===== config.mk =====
export PLATFORM = sky130hd
export DESIGN_NAME = spd_deserializer
export DESIGN_NICKNAME = d
export VERILOG_FILES = /design/src/spd_pkg.sv /design/src/spd_deserializer.sv /design/src/spd_sync.sv /design/src/spd_lane_shift.sv
export SDC_FILE = /design/constraint.sdc
export NUM_CORES = 1
export LEC_CHECK = 0
export ABC_AREA = 1
export BUFFER_PORTS_ARGS = -buffer_cell sky130_fd_sc_hd__buf_2
export CORE_MARGIN = 2
export CORE_UTILIZATION = 34
export DETAILED_ROUTE_END_ITERATION = 10
export PLACE_DENSITY = 0.55
export SLEW_MARGIN = 10
export SYNTH_ARGS = -nofsm -noshare
export SYNTH_HDL_FRONTEND = slang
export SYNTH_SLANG_ARGS = --single-unit

===== constraint.sdc =====
create_clock -name clock_i -period 13.9 [get_ports clock_i]
set_input_delay 2.085 -clock clock_i [delete_from_list [all_inputs] [get_ports clock_i]]
set_output_delay 2.085 -clock clock_i [all_outputs]
set_load 0.05 [all_outputs]

===== src/spd_pkg.sv =====
// Shared constants and types for the serial pixel deserializer.
package spd_pkg;

  // Wishbone register byte offsets.
  localparam logic [7:0] SPD_ADDR_CTRL = 8'h00;
  localparam logic [7:0] SPD_ADDR_STATUS = 8'h04;
  localparam logic [7:0] SPD_ADDR_ERRCNT = 8'h08;

  // Control register field positions and reset value.
  localparam int SPD_CTRL_ENABLE_BIT = 0;
  localparam int SPD_CTRL_LANE_LO_BIT = 1;
  localparam int SPD_CTRL_LANE_HI_BIT = 2;
  localparam int SPD_CTRL_REVERSE_BIT = 3;
  localparam logic [3:0] SPD_CTRL_RESET = 4'h0;

  // Status register field positions.
  localparam int SPD_STAT_MODE_LSB = 0;
  localparam int SPD_STAT_LOCK_BIT = 2;
  localparam int SPD_STAT_LANE_LSB = 3;

  // Lane select encodings, high bit first.
  localparam logic [1:0] SPD_LANES_ONE = 2'h0;
  localparam logic [1:0] SPD_LANES_TWO = 2'h1;
  localparam logic [1:0] SPD_LANES_THREE = 2'h2;

  // Frame geometry.
  localparam int SPD_FRAME_BITS = 30;
  localparam int SPD_PAYLOAD_BITS = 27;
  localparam int SPD_COLOR_BITS = 24;
  localparam int SPD_PARITY_POS = 2;
  localparam int SPD_ERRCNT_BITS = 16;

  // Bits per lane per frame and half-frame points, per lane mode.
  localparam logic [4:0] SPD_LEN_ONE = 5'h1E;
  localparam logic [4:0] SPD_LEN_TWO = 5'h0F;
  localparam logic [4:0] SPD_LEN_THREE = 5'h0A;
  localparam logic [4:0] SPD_HALF_ONE = 5'h0F;
  localparam logic [4:0] SPD_HALF_TWO = 5'h07;
  localparam logic [4:0] SPD_HALF_THREE = 5'h05;

  // Operating modes.
  typedef enum logic [1:0] {
    SPD_SHUTDOWN,
    SPD_STANDBY,
    SPD_ACQUIRE,
    SPD_RECEIVE
  } spd_mode_t;

endpackage


===== src/spd_deserializer.sv =====
// Serial pixel deserializer top: mode control, frame assembly, parity and Wishbone registers.
//
// Operation
// - Parity covers 27 payload bits: 24 pixel bits plus both syncs and valid.
// - Odd parity; odd ones count accepts the word and keeps the error low.
// - Even count raises the error pulse at the transition for half a pixel period.
// - Parity is judged only with clock present and multiplier locked.
// - Two lane select bits choose one, two or three lanes; both high reserved.
// - One lane: 30 bits per frame on lane 0; pixel clock divides bit clock by 30.
// - Two lanes: 15 bits from each of lanes 0 and 1, divide by 15.
// - Three lanes: 10 bits from each of lanes 0 to 2.
// - Only the 27 payload bits reach the bus; reserved and parity bits dropped.
// - Enable low: shutdown, link ignored, colors and syncs high, valid and clock low.
// - High clock common mode puts the device in standby with the idle pattern.
// - Link clock below 500 kHz also forces standby.
// - Active needs enable high, clock above 3 MHz and common mode below 1.3 V.
// - While acquiring lock the outputs hold the idle pattern.
// - Once locked, receive mode drives deserialized words and the pixel clock.
// - The reverse select flips the color bit order on the output bus.
// - Order is red, green, blue high to low, or red, green, blue low to high.
//
// Implementation choices: the address map and the Wishbone slave port.
`timescale 1ns/10ps
`default_nettype none
module spd_deserializer
  import spd_pkg::*;
(
  // Clock and asynchronous reset.
  input wire logic clock_i,
  input wire logic arst_n_i,
  // Wishbone classic slave.
  input wire logic wb_cyc_i,
  input wire logic wb_stb_i,
  input wire logic wb_we_i,
  input wire logic [7:0] wb_adr_i,
  input wire logic [3:0] wb_sel_i,
  input wire logic [31:0] wb_dat_i,
  output logic [31:0] wb_dat_o,
  output logic wb_ack_o,
  // Link pins and multiplier bit clock.
  input wire logic link_clock_i,
  input wire logic bit_clock_i,
  input wire logic serial_lane_0_i,
  input wire logic serial_lane_1_i,
  input wire logic serial_lane_2_i,
  // Detector indications.
  input wire logic clock_detect_i,
  input wire logic common_mode_high_i,
  input wire logic freq_low_i,
  input wire logic pll_lock_i,
  // Parallel output bus.
  output logic [23:0] color_o,
  output logic vertical_sync_o,
  output logic horizontal_sync_o,
  output logic pixel_valid_o,
  output logic pixel_clock_o,
  output logic parity_error_pulse_o
);

  ////////////////////////////////////////////////////////////////////////////
  // Reset release and input synchronisation.

  logic rst_n_r;
  logic [8:0] sync_q;
  logic link_d_r;
  logic bit_d_r;

  // Reset is released through two flip-flops.
  spd_sync #(.WIDTH(1)) u_rst_sync (
    .clk_i(clock_i),
    .rst_n_i(arst_n_i),
    .d_i(1'b1),
    .q_o(rst_n_r)
  );

  // Every link pin and detector passes two flip-flops first.
  spd_sync #(.WIDTH(9)) u_in_sync (
    .clk_i(clock_i),
    .rst_n_i(rst_n_r),
    .d_i({link_clock_i, bit_clock_i, serial_lane_2_i, serial_lane_1_i, serial_lane_0_i,
          clock_detect_i, common_mode_high_i, freq_low_i, pll_lock_i}),
    .q_o(sync_q)
  );

  // Named views of the synchronised inputs.
  wire link_s = sync_q[8];
  wire bit_s = sync_q[7];
  wire [2:0] lane_s = sync_q[6:4];
  wire detect_s = sync_q[3];
  wire cm_high_s = sync_q[2];
  wire freq_low_s = sync_q[1];
  wire lock_s = sync_q[0];

  // Delayed copies for edge detection on the synchronised clocks.
  always_ff @(posedge clock_i or negedge rst_n_r) begin
    if (!rst_n_r) begin
      link_d_r <= 1'b0;
      bit_d_r <= 1'b0;
    end else begin
      link_d_r <= link_s;
      bit_d_r <= bit_s;
    end
  end

  wire link_rise = link_s & ~link_d_r;
  wire bit_rise = bit_s & ~bit_d_r;

  ////////////////////////////////////////////////////////////////////////////
  // Wishbone registers.

  logic [3:0] ctrl_r;
  logic [SPD_ERRCNT_BITS-1:0] errcnt_r;
  logic [SPD_ERRCNT_BITS-1:0] errcnt_nxt;
  logic ack_r;
  logic [31:0] rdata_r;
  spd_mode_t mode_r;
  spd_mode_t mode_nxt;

  // Address decode and field views.
  wire wb_req = wb_cyc_i & wb_stb_i & ~ack_r;
  wire wb_wr = wb_req & wb_we_i;
  wire sel_ctrl = (wb_adr_i == SPD_ADDR_CTRL);
  wire sel_stat = (wb_adr_i == SPD_ADDR_STATUS);
  wire sel_errc = (wb_adr_i == SPD_ADDR_ERRCNT);
  wire rx_enable = ctrl_r[SPD_CTRL_ENABLE_BIT];
  wire [1:0] lane_sel = {ctrl_r[SPD_CTRL_LANE_HI_BIT], ctrl_r[SPD_CTRL_LANE_LO_BIT]};
  wire bus_reverse = ctrl_r[SPD_CTRL_REVERSE_BIT];
  wire [31:0] stat_word = {27'h0, lane_sel, lock_s, 2'(mode_r)};
  wire [31:0] rdata_mux = sel_ctrl ? {28'h0, ctrl_r} :
                          sel_stat ? stat_word :
                          sel_errc ? {16'h0, errcnt_r} : 32'h0;

  // One wait state; unmapped reads return zero and unmapped writes vanish.
  always_ff @(posedge clock_i or negedge rst_n_r) begin
    if (!rst_n_r) begin
      ack_r <= 1'b0;
      rdata_r <= 32'h0;
      ctrl_r <= SPD_CTRL_RESET;
    end else begin
      ack_r <= wb_req;
      rdata_r <= wb_req ? rdata_mux : 32'h0;
      if (wb_wr && sel_ctrl && wb_sel_i[0]) begin
        ctrl_r <= wb_dat_i[3:0];
      end
    end
  end

  assign wb_ack_o = ack_r;
  assign wb_dat_o = rdata_r;

  ////////////////////////////////////////////////////////////////////////////
  // Operating mode.

  wire lanes_ok = (lane_sel != 2'h3);
  wire link_idle = cm_high_s | freq_low_s | ~detect_s;

  // Shutdown wins, then standby, then acquire until lock.
  always_comb begin
    mode_nxt = mode_r;
    case (mode_r)
      SPD_SHUTDOWN: mode_nxt = rx_enable ? SPD_STANDBY : SPD_SHUTDOWN;
      SPD_STANDBY: mode_nxt = (link_idle || !lanes_ok) ? SPD_STANDBY : SPD_ACQUIRE;
      SPD_ACQUIRE: mode_nxt = lock_s ? SPD_RECEIVE : SPD_ACQUIRE;
      SPD_RECEIVE: mode_nxt = lock_s ? SPD_RECEIVE : SPD_ACQUIRE;
      default: mode_nxt = SPD_SHUTDOWN;
    endcase
    if (mode_r != SPD_SHUTDOWN && (link_idle || !lanes_ok)) begin
      mode_nxt = SPD_STANDBY;
    end
    if (!rx_enable) begin
      mode_nxt = SPD_SHUTDOWN;
    end
  end

  always_ff @(posedge clock_i or negedge rst_n_r) begin
    if (!rst_n_r) begin
      mode_r <= SPD_SHUTDOWN;
    end else begin
      mode_r <= mode_nxt;
    end
  end

  ////////////////////////////////////////////////////////////////////////////
  // Bit shifting and frame counting.

  logic [4:0] cnt_r;
  logic [4:0] cnt_nxt;
  logic frame_ready_r;
  logic half_hit_r;
  logic [29:0] word0;
  logic [29:0] word1;
  logic [29:0] word2;

  // Parity only counts with clock detected and multiplier locked.
  wire rx_on = (mode_r == SPD_RECEIVE) & detect_s & lock_s;
  wire shift_rx = rx_on & bit_rise;
  wire use_lane1 = (lane_sel != SPD_LANES_ONE);
  wire use_lane2 = (lane_sel == SPD_LANES_THREE);
  wire [4:0] frame_len = (lane_sel == SPD_LANES_ONE) ? SPD_LEN_ONE :
                         (lane_sel == SPD_LANES_TWO) ? SPD_LEN_TWO : SPD_LEN_THREE;
  wire [4:0] half_len = (lane_sel == SPD_LANES_ONE) ? SPD_HALF_ONE :
                        (lane_sel == SPD_LANES_TWO) ? SPD_HALF_TWO : SPD_HALF_THREE;
  wire [4:0] cnt_cur = link_rise ? 5'h00 : cnt_r;
  wire last_bit = shift_rx && (cnt_cur == frame_len - 5'h01);
  wire half_bit = shift_rx && (cnt_cur == half_len - 5'h01);

  // Lane receivers shift only in receive mode and only when selected.
  spd_lane_shift #(.WIDTH(SPD_FRAME_BITS)) u_lane0 (
    .clk_i(clock_i),
    .rst_n_i(rst_n_r),
    .shift_i(shift_rx),
    .bit_i(lane_s[0]),
    .word_o(word0)
  );

  spd_lane_shift #(.WIDTH(SPD_FRAME_BITS)) u_lane1 (
    .clk_i(clock_i),
    .rst_n_i(rst_n_r),
    .shift_i(shift_rx & use_lane1),
    .bit_i(lane_s[1]),
    .word_o(word1)
  );

  spd_lane_shift #(.WIDTH(SPD_FRAME_BITS)) u_lane2 (
    .clk_i(clock_i),
    .rst_n_i(rst_n_r),
    .shift_i(shift_rx & use_lane2),
    .bit_i(lane_s[2]),
    .word_o(word2)
  );

  // Bit counter restarts on each link clock rise and wraps at the frame end.
  always_comb begin
    cnt_nxt = cnt_r;
    if (!rx_on) begin
      cnt_nxt = 5'h00;
    end else if (shift_rx) begin
      cnt_nxt = last_bit ? 5'h00 : 5'(cnt_cur + 5'h01);
    end else if (link_rise) begin
      cnt_nxt = 5'h00;
    end
  end

  always_ff @(posedge clock_i or negedge rst_n_r) begin
    if (!rst_n_r) begin
      cnt_r <= 5'h00;
      frame_ready_r <= 1'b0;
      half_hit_r <= 1'b0;
    end else begin
      cnt_r <= cnt_nxt;
      frame_ready_r <= last_bit;
      half_hit_r <= half_bit;
    end
  end

  ////////////////////////////////////////////////////////////////////////////
  // Frame assembly, parity and output bus.

  // Lane words concatenate, lane 0 first, into one 30-bit frame.
  wire [29:0] frame = (lane_sel == SPD_LANES_ONE) ? word0 :
                      (lane_sel == SPD_LANES_TWO) ? {word0[14:0], word1[14:0]} :
                      {word0[9:0], word1[9:0], word2[9:0]};
  wire [26:0] payload = frame[SPD_FRAME_BITS-1:SPD_FRAME_BITS-SPD_PAYLOAD_BITS];
  wire parity_ok = ^{payload, frame[SPD_PARITY_POS]};
  wire take_word = frame_ready_r & rx_on & parity_ok;
  wire bad_word = frame_ready_r & rx_on & ~parity_ok;
  wire [23:0] colors = payload[26:3];
  wire [23:0] colors_rev = {<<{colors}};

  // Idle pattern outside receive; new word only when parity holds.
  always_ff @(posedge clock_i or negedge rst_n_r) begin
    if (!rst_n_r) begin
      color_o <= 24'hFFFFFF;
      vertical_sync_o <= 1'b1;
      horizontal_sync_o <= 1'b1;
      pixel_valid_o <= 1'b0;
    end else if (!rx_on) begin
      color_o <= 24'hFFFFFF;
      vertical_sync_o <= 1'b1;
      horizontal_sync_o <= 1'b1;
      pixel_valid_o <= 1'b0;
    end else if (take_word) begin
      color_o <= bus_reverse ? colors_rev : colors;
      vertical_sync_o <= payload[2];
      horizontal_sync_o <= payload[1];
      pixel_valid_o <= payload[0];
    end
  end

  // Pixel clock rises with each frame, falls at mid-frame; error pulse alike.
  always_ff @(posedge clock_i or negedge rst_n_r) begin
    if (!rst_n_r) begin
      pixel_clock_o <= 1'b0;
      parity_error_pulse_o <= 1'b0;
    end else if (!rx_on) begin
      pixel_clock_o <= 1'b0;
      parity_error_pulse_o <= 1'b0;
    end else if (frame_ready_r) begin
      pixel_clock_o <= 1'b1;
      parity_error_pulse_o <= bad_word;
    end else if (half_hit_r) begin
      pixel_clock_o <= 1'b0;
      parity_error_pulse_o <= 1'b0;
    end
  end

  // Error counter: a write clears it, but an error in that cycle still counts.
  always_comb begin
    errcnt_nxt = errcnt_r;
    if (wb_wr && sel_errc) begin
      errcnt_nxt = '0;
    end
    if (bad_word) begin
      errcnt_nxt = (wb_wr && sel_errc) ? 16'h0001 : 16'(errcnt_r + 16'h0001);
    end
  end

  always_ff @(posedge clock_i or negedge rst_n_r) begin
    if (!rst_n_r) begin
      errcnt_r <= '0;
    end else begin
      errcnt_r <= errcnt_nxt;
    end
  end

endmodule
`default_nettype wire


===== src/spd_sync.sv =====
// Two-flip-flop synchroniser for a group of level inputs.
`timescale 1ns/10ps
`default_nettype none
module spd_sync #(
  parameter int WIDTH = 1
) (
  // Clock and reset.
  input wire logic clk_i,
  input wire logic rst_n_i,
  // Asynchronous levels in, synchronised levels out.
  input wire logic [WIDTH-1:0] d_i,
  output logic [WIDTH-1:0] q_o
);

  logic [WIDTH-1:0] meta_r;

  // The first stage feeds only the second stage.
  always_ff @(posedge clk_i or negedge rst_n_i) begin
    if (!rst_n_i) begin
      meta_r <= '0;
      q_o <= '0;
    end else begin
      meta_r <= d_i;
      q_o <= meta_r;
    end
  end

endmodule
`default_nettype wire


===== src/spd_lane_shift.sv =====
// Serial-in shift register for one data lane.
`timescale 1ns/10ps
`default_nettype none
module spd_lane_shift #(
  parameter int WIDTH = 30
) (
  // Clock and reset.
  input wire logic clk_i,
  input wire logic rst_n_i,
  // Serial bit and its shift strobe.
  input wire logic shift_i,
  input wire logic bit_i,
  // Collected bits, newest in bit 0.
  output logic [WIDTH-1:0] word_o
);

  // Shift one bit in on each strobe, first bit ending at the top.
  always_ff @(posedge clk_i or negedge rst_n_i) begin
    if (!rst_n_i) begin
      word_o <= '0;
    end else if (shift_i) begin
      word_o <= {word_o[WIDTH-2:0], bit_i};
    end
  end

endmodule
`default_nettype wire


Word-level counts from Yosys, hierarchy flattened
Cells that the tools add are included.
{"block": "word_totals", "regBits": 152, "in_bits": 58, "word_cells": 111}
{"block": "classes", "n_addsub": 4, "n_eq_ne": 12, "muxes": 36, "bitwise_logic": 20, "reduce_logical": 16}
{"operator": "16-bit 2-to-1 mux", "n": 7}
{"operator": "24-bit 2-to-1 mux", "n": 3}
{"operator": "30-bit 2-to-1 mux", "n": 2}
{"operator": "28-bit parity", "n": 1}
{"operator": "5-bit 2-to-1 mux", "n": 5}
{"operator": "16-bit by 1-bit adder with 16-bit output, second input constant", "n": 1}
{"operator": "1-bit bitwise AND", "n": 13}
{"operator": "1-bit 2-to-1 mux", "n": 12}
{"operator": "5-bit equality test", "n": 2}
{"operator": "8-bit by 3-bit equality test with 1-bit output, second input constant", "n": 1}
{"operator": "8-bit by 4-bit equality test with 1-bit output, second input constant", "n": 1}
{"operator": "8-bit logical NOT", "n": 1}
{"operator": "2-bit 2-to-1 mux", "n": 4}
{"operator": "2-bit equality test, second input constant", "n": 3}
{"operator": "1-bit logical AND", "n": 6}
{"operator": "2-bit case mux with 3 select lines", "n": 1}
{"operator": "2-bit nonzero test", "n": 3}
{"operator": "5-bit by 1-bit adder with 5-bit output, second input constant", "n": 1}
{"operator": "1-bit inverter", "n": 5}
{"operator": "4-bit by 1-bit subtractor with 5-bit output, second input constant", "n": 1}
{"operator": "5-bit by 1-bit subtractor with 5-bit output, second input constant", "n": 1}
{"operator": "2-bit by 1-bit equality test with 1-bit output, second input constant", "n": 2}
{"operator": "2-bit logical NOT", "n": 2}
{"operator": "4-bit 2-to-1 mux", "n": 1}
{"operator": "8 further kinds", "n": 9}

Logic depth before layout (Yosys ltp)
{"block": "depth", "ltp_word": 9, "ltp_mapped": 23, "ltp_nobuf": 20}

Cells and area by module
Synthesis repeated with hierarchy kept, for this count alone.
{"block": "hier_totals", "hier_cells": 1259, "area_unflattened_um2": 9361.5}
{"mod": "spd_deserializer", "instances": 1, "cells_each": 858, "area_per_inst_um2": 5494.0, "seq_area_each_um2": 1959.4}
{"mod": "spd_lane_shift", "instances": 3, "cells_each": 127, "area_per_inst_um2": 1122.3, "seq_area_each_um2": 750.7}
{"mod": "spd_sync (u_in_sync)", "instances": 1, "cells_each": 18, "area_per_inst_um2": 450.4, "seq_area_each_um2": 450.4}
{"mod": "spd_sync (u_rst_sync)", "instances": 1, "cells_each": 2, "area_per_inst_um2": 50.0, "seq_area_each_um2": 50.0}

Worst setup path after synthesis
OpenSTA, ideal clock, no wires.
{"block": "synth_timing", "path_kind": "input to register", "from": "input wb_adr_i[5]", "to": "register rdata_r[12] (netlist: wb_dat_o[12])", "setup_ns": 0.134, "arrival_time_ns": 3.516, "required_time_ns": 13.766, "slack_ns": 10.251, "path_stages": 7, "cell_sequence": "nor4_1 inv_1 nor4_1 inv_1 nand2_1 clkbuf_1 nor3_1"}
{"block": "synth_between", "elab_chain_len": 5, "elab_cells_between_ends": 7, "cone_classes": "eq/ne (2); mux (4); reduce/logical (1)"}
{"item": "start, declared", "line_no": "spd_deserializer.sv:35", "rtl": "input wire logic [7:0] wb_adr_i,"}
{"item": "8-bit by 4-bit equality test with 1-bit output", "line_no": "spd_deserializer.sv:124", "rtl": "wire sel_errc = (wb_adr_i == SPD_ADDR_ERRCNT);"}
{"item": "16-bit 2-to-1 mux", "line_no": "spd_deserializer.sv:131", "rtl": "sel_errc ? {16'h0, errcnt_r} : 32'h0;"}
{"item": "16-bit 2-to-1 mux", "line_no": "spd_deserializer.sv:130", "rtl": "sel_stat ? stat_word :"}
{"item": "16-bit 2-to-1 mux (*)", "line_no": "spd_deserializer.sv:129", "rtl": "wire [31:0] rdata_mux = sel_ctrl ? {28'h0, ctrl_r} :"}
{"item": "16-bit 2-to-1 mux (*)", "line_no": "spd_deserializer.sv:141", "rtl": "rdata_r <= wb_req ? rdata_mux : 32'h0;"}
{"item": "end signal, assigned", "line_no": "spd_deserializer.sv:141"}
{"item": "end, declared", "line_no": "spd_deserializer.sv:115", "rtl": "logic [31:0] rdata_r;"}
Mark *: on every way between the ends. The rest lies on a longest branch, timed or not.
A chain may end at the register's enable or synchronous reset.

Final worst setup path
{"block": "layout_timing", "from": "input wb_adr_i[5]", "to": "register ctrl_r[1]"}
{"block": "layout_between", "elab_chain_len": 3}
{"item": "8-bit logical NOT", "line_no": "spd_deserializer.sv:122", "rtl": "wire sel_ctrl = (wb_adr_i == SPD_ADDR_CTRL);"}
{"item": "1-bit logical AND (2 in series)", "line_no": "spd_deserializer.sv:142", "rtl": "if (wb_wr && sel_ctrl && wb_sel_i[0]) begin"}
{"item": "end signal, assigned", "line_no": "spd_deserializer.sv:143", "rtl": "ctrl_r <= wb_dat_i[3:0];"}
{"item": "end, declared", "line_no": "spd_deserializer.sv:111", "rtl": "logic [3:0] ctrl_r;"}
No other way between the ends.

==> run summary <==
status -> finished, final reports clean
worst path arrival time -> 4.42 ns
Reg clk slew, reported paths -> 0.07 ns
# DRC -> 0
max cap viols -> 0
pin count of the biggest net entering global routing -> 78
synth cell count leaders -> nand2_1 (381), dfrtp_1 (126), inv_1 (114), nand3_1 (77), o21ai_0 (76)
Yosys reg bits -> 152
CTS buffer count -> 17
Crit. End Element -> flip-flop
antenna-violating nets left -> 0
Setup violations, final -> 0
clock skew -> 0.0125 ns
cell chain of the critical path -> buf_2 > nor4_1 > inv_1 > nor4_1 > nand4_1 > nor2_1 > a21oi_1
Final min period -> 4.13 ns
leakage -> 4.56 nW
Req. time, crit path -> 14.19 ns
power per cell area -> 104 mW/mm²
die area -> 0.0247 mm²
I/O pins -> 120
Synth Cell Area -> 0.00797 mm²
total track usage -> 17.4%
async set-reset flop share out of synthesis -> 100%
CTS root buf -> clkbuf_16
clock buffer depth -> 2
Syn Inst Count -> 1056
Max H-tree Level -> 4
post-synthesis sequential area ratio -> 48.2%
ys flop type -> dfrtp_1
# diodes -> 0
post-synth top area share -> 39.6%
Overflow after GRT -> 0
peak supply drop -> 73.4 µV
synth top area cells -> dfrtp_1 (40%), nand2_1 (18%), dfstp_2 (8.6%)
Rel. slew slack -> 32.9%
fmax -> 242 MHz
Worst Setup Start Kind -> input pin
Vias/cell -> 4.66
first-pass GRT wire length -> 33.4 mm
Routed WL -> 20.4 mm
Area Growth Syn to Fin -> 13.5%
routed vias -> 6728
Critical Path Fanout Max -> 8
Sink Count -> 152
Yosys cell types -> 39
fraction of layout cells with a size suffix above 1 -> 14.8%
Post-CTS Setup Inserts -> 0
cell mode on critical path -> nor4_1
Slowest-stage cell, CP -> nand4_1
Die Width -> 157 µm
vias in the first global route -> 6396
Clock Latency Late Sink -> 0.43 ns
worst stage delay on the critical path -> 0.69 ns
Syn Area/Cell -> 7.54 µm²
Slew @ Worst Pin -> 1.01 ns
detailed placement HPWL -> 14.5 mm
Slew Viols, Final -> 0
CTS Hold Bufs -> 0
final hold slack -> 0.349 ns
PostCTS Resize Cnt -> 0
CTS tree -> built
critical path type -> input pin to flip-flop
core area -> 0.0233 mm²
min-delay worst type -> flip-flop to flip-flop
Rows -> 56
final critical-path share of the clock period -> 29.7%
GPL Wtd Cong -> 0.884
largest area contributor in the netlist -> dfrtp_1
Die Y -> 157 µm
Initial Utilization -> 34.2%
Final TNS setup -> 0 ns
most frequent cell after synthesis -> nand2_1
Post-synth EDFFs -> 0
Initial DRC Count -> 484
initial antenna violation count -> 0
Synthesis Warnings -> 0
Hold Fails Final Rpt -> 0
wire per inst -> 14.2 µm
RSZ-0062 raised after global routing -> no
DR pass1 iterations -> 5
nets -> 1171
I/O Buffers -> 72
-- metrics by stage --
| stage | power [W] | std cells | util (%) | setup WS [ns] | cell area [µm²] |
|---|---|---|---|---|---|
| after floorplan | 0.000484 | 1071 | - | 9.40 | 8020 |
| after global placement | 0.000490 | 1411 | 36.4 | 9.33 | 8460 |
| after detailed placement | 0.000490 | 1411 | 36.4 | 9.34 | 8460 |
| after CTS | 0.000951 | 1443 | 38.9 | 9.78 | 9040 |
| after global routing | 0.000974 | 1443 | 38.9 | 9.41 | 9040 |
| final | 0.000942 | 1443 | 38.9 | 9.77 | 9040 |
-- kinds of logic (layout without fill, tap and decap cells) --
kind of cell    count (synthesis)  in the layout  synth area share, %
other cells                     2             17               0.0943
fa+ha+maj                       2              2                0.314
buf+inv                       174            227                 10.1
mux                             3              3                0.424
simple gates                  584            584                 31.1
compound gates                125            125                 8.36
xor+xnor                       14             14                 1.54
flops                         152            152                 48.2
-- area by class of cell --
type	instances	area (µm²)
Inverter	119	447
Tap cell	319	399
Clock buffer	20	467
Clock inverter	12	115
Timing Repair Buffer	76	390
Fill cell	2475	14200
Multi-Input combinational cell	745	3390
Sequential cell	152	3840
-- placed cells by master (no fill, tap or decap), types with 2 or more instances in the layout --
cell	instances
conb_1	17
nor2_2	5
buf_2	72
ha_1	2
o21ai_0	76
nor3b_1	2
clkbuf_16	17
dfrtp_1	125
clkbuf_8	3
inv_2	5
nand3_2	3
nand2_4	3
xor2_1	14
nor2_1	70
nor4_1	5
clkinv_2	2
nand2_2	5
buf_4	4
nand3b_2	2
o221ai_1	2
nand3_1	77
inv_1	114
a21oi_1	35
nand2_1	381
nor3_1	19
o211ai_1	7
dfstp_2	26
clkinv_4	3
inv_6	3
mux2_2	3
nand4_1	7
clkinvlp_4	3
-- worst max-delay path, delay by kind of cell --
kind / cells / cell delay, ns
AO/OA/AOI/OAI: 1 / 0.06
buffers and inverters: 2 / 0.16
AND/OR/NAND/NOR: 4 / 2.10
-- path summary, 6_finish.rpt --
path / from / end / slack [ns] / cells past startpoint
worst min-delay path: u_in_sync.meta_r[0] / u_in_sync.q_o[0] / 0.35 / 0
worst min register to register: u_in_sync.meta_r[0] / u_in_sync.q_o[0] / 0.35 / 0
worst max register to register: mode_r[1] / u_lane1.word_o[0] / 9.80 / 9
max in group asynchronous: u_rst_sync.q_o / u_lane0.word_o[29] / 11.86 / 1
min in group asynchronous: u_rst_sync.q_o / errcnt_r[9] / 0.48 / 0
worst max-delay path: wb_adr_i[5] / ctrl_r[1] / 9.77 / 7
-- report_power, final --
group / internal (W) / switching, W
Combinational: 0.00000583 / 0.0000239
Clock: 0.000263 / 0.000198
Sequential: 0.000446 / 0.00000537
-- flip-flops by register name, summed over array words and instances (netlist names), 9 cells and up --
signal	cells
u_in_sync.q_o	9
wb_dat_o	16
u_in_sync.meta_r	9
u_lane2.word_o	10
u_lane1.word_o	15
color_o	24
errcnt_r	16
u_lane0.word_o	30
-- routing by layer --
layer  wire (µm)  part of all wire (%)  track usage, %  up-vias
met5           0                     0               0        -
met4         221                   1.1            3.94        0
met3         887                   4.3            3.85       13
met2        9140                    45            27.6      151
met1       10200                    50            24.4     3161
li1            -                     -               -     3403
Power figures use the tool's default switching activity.
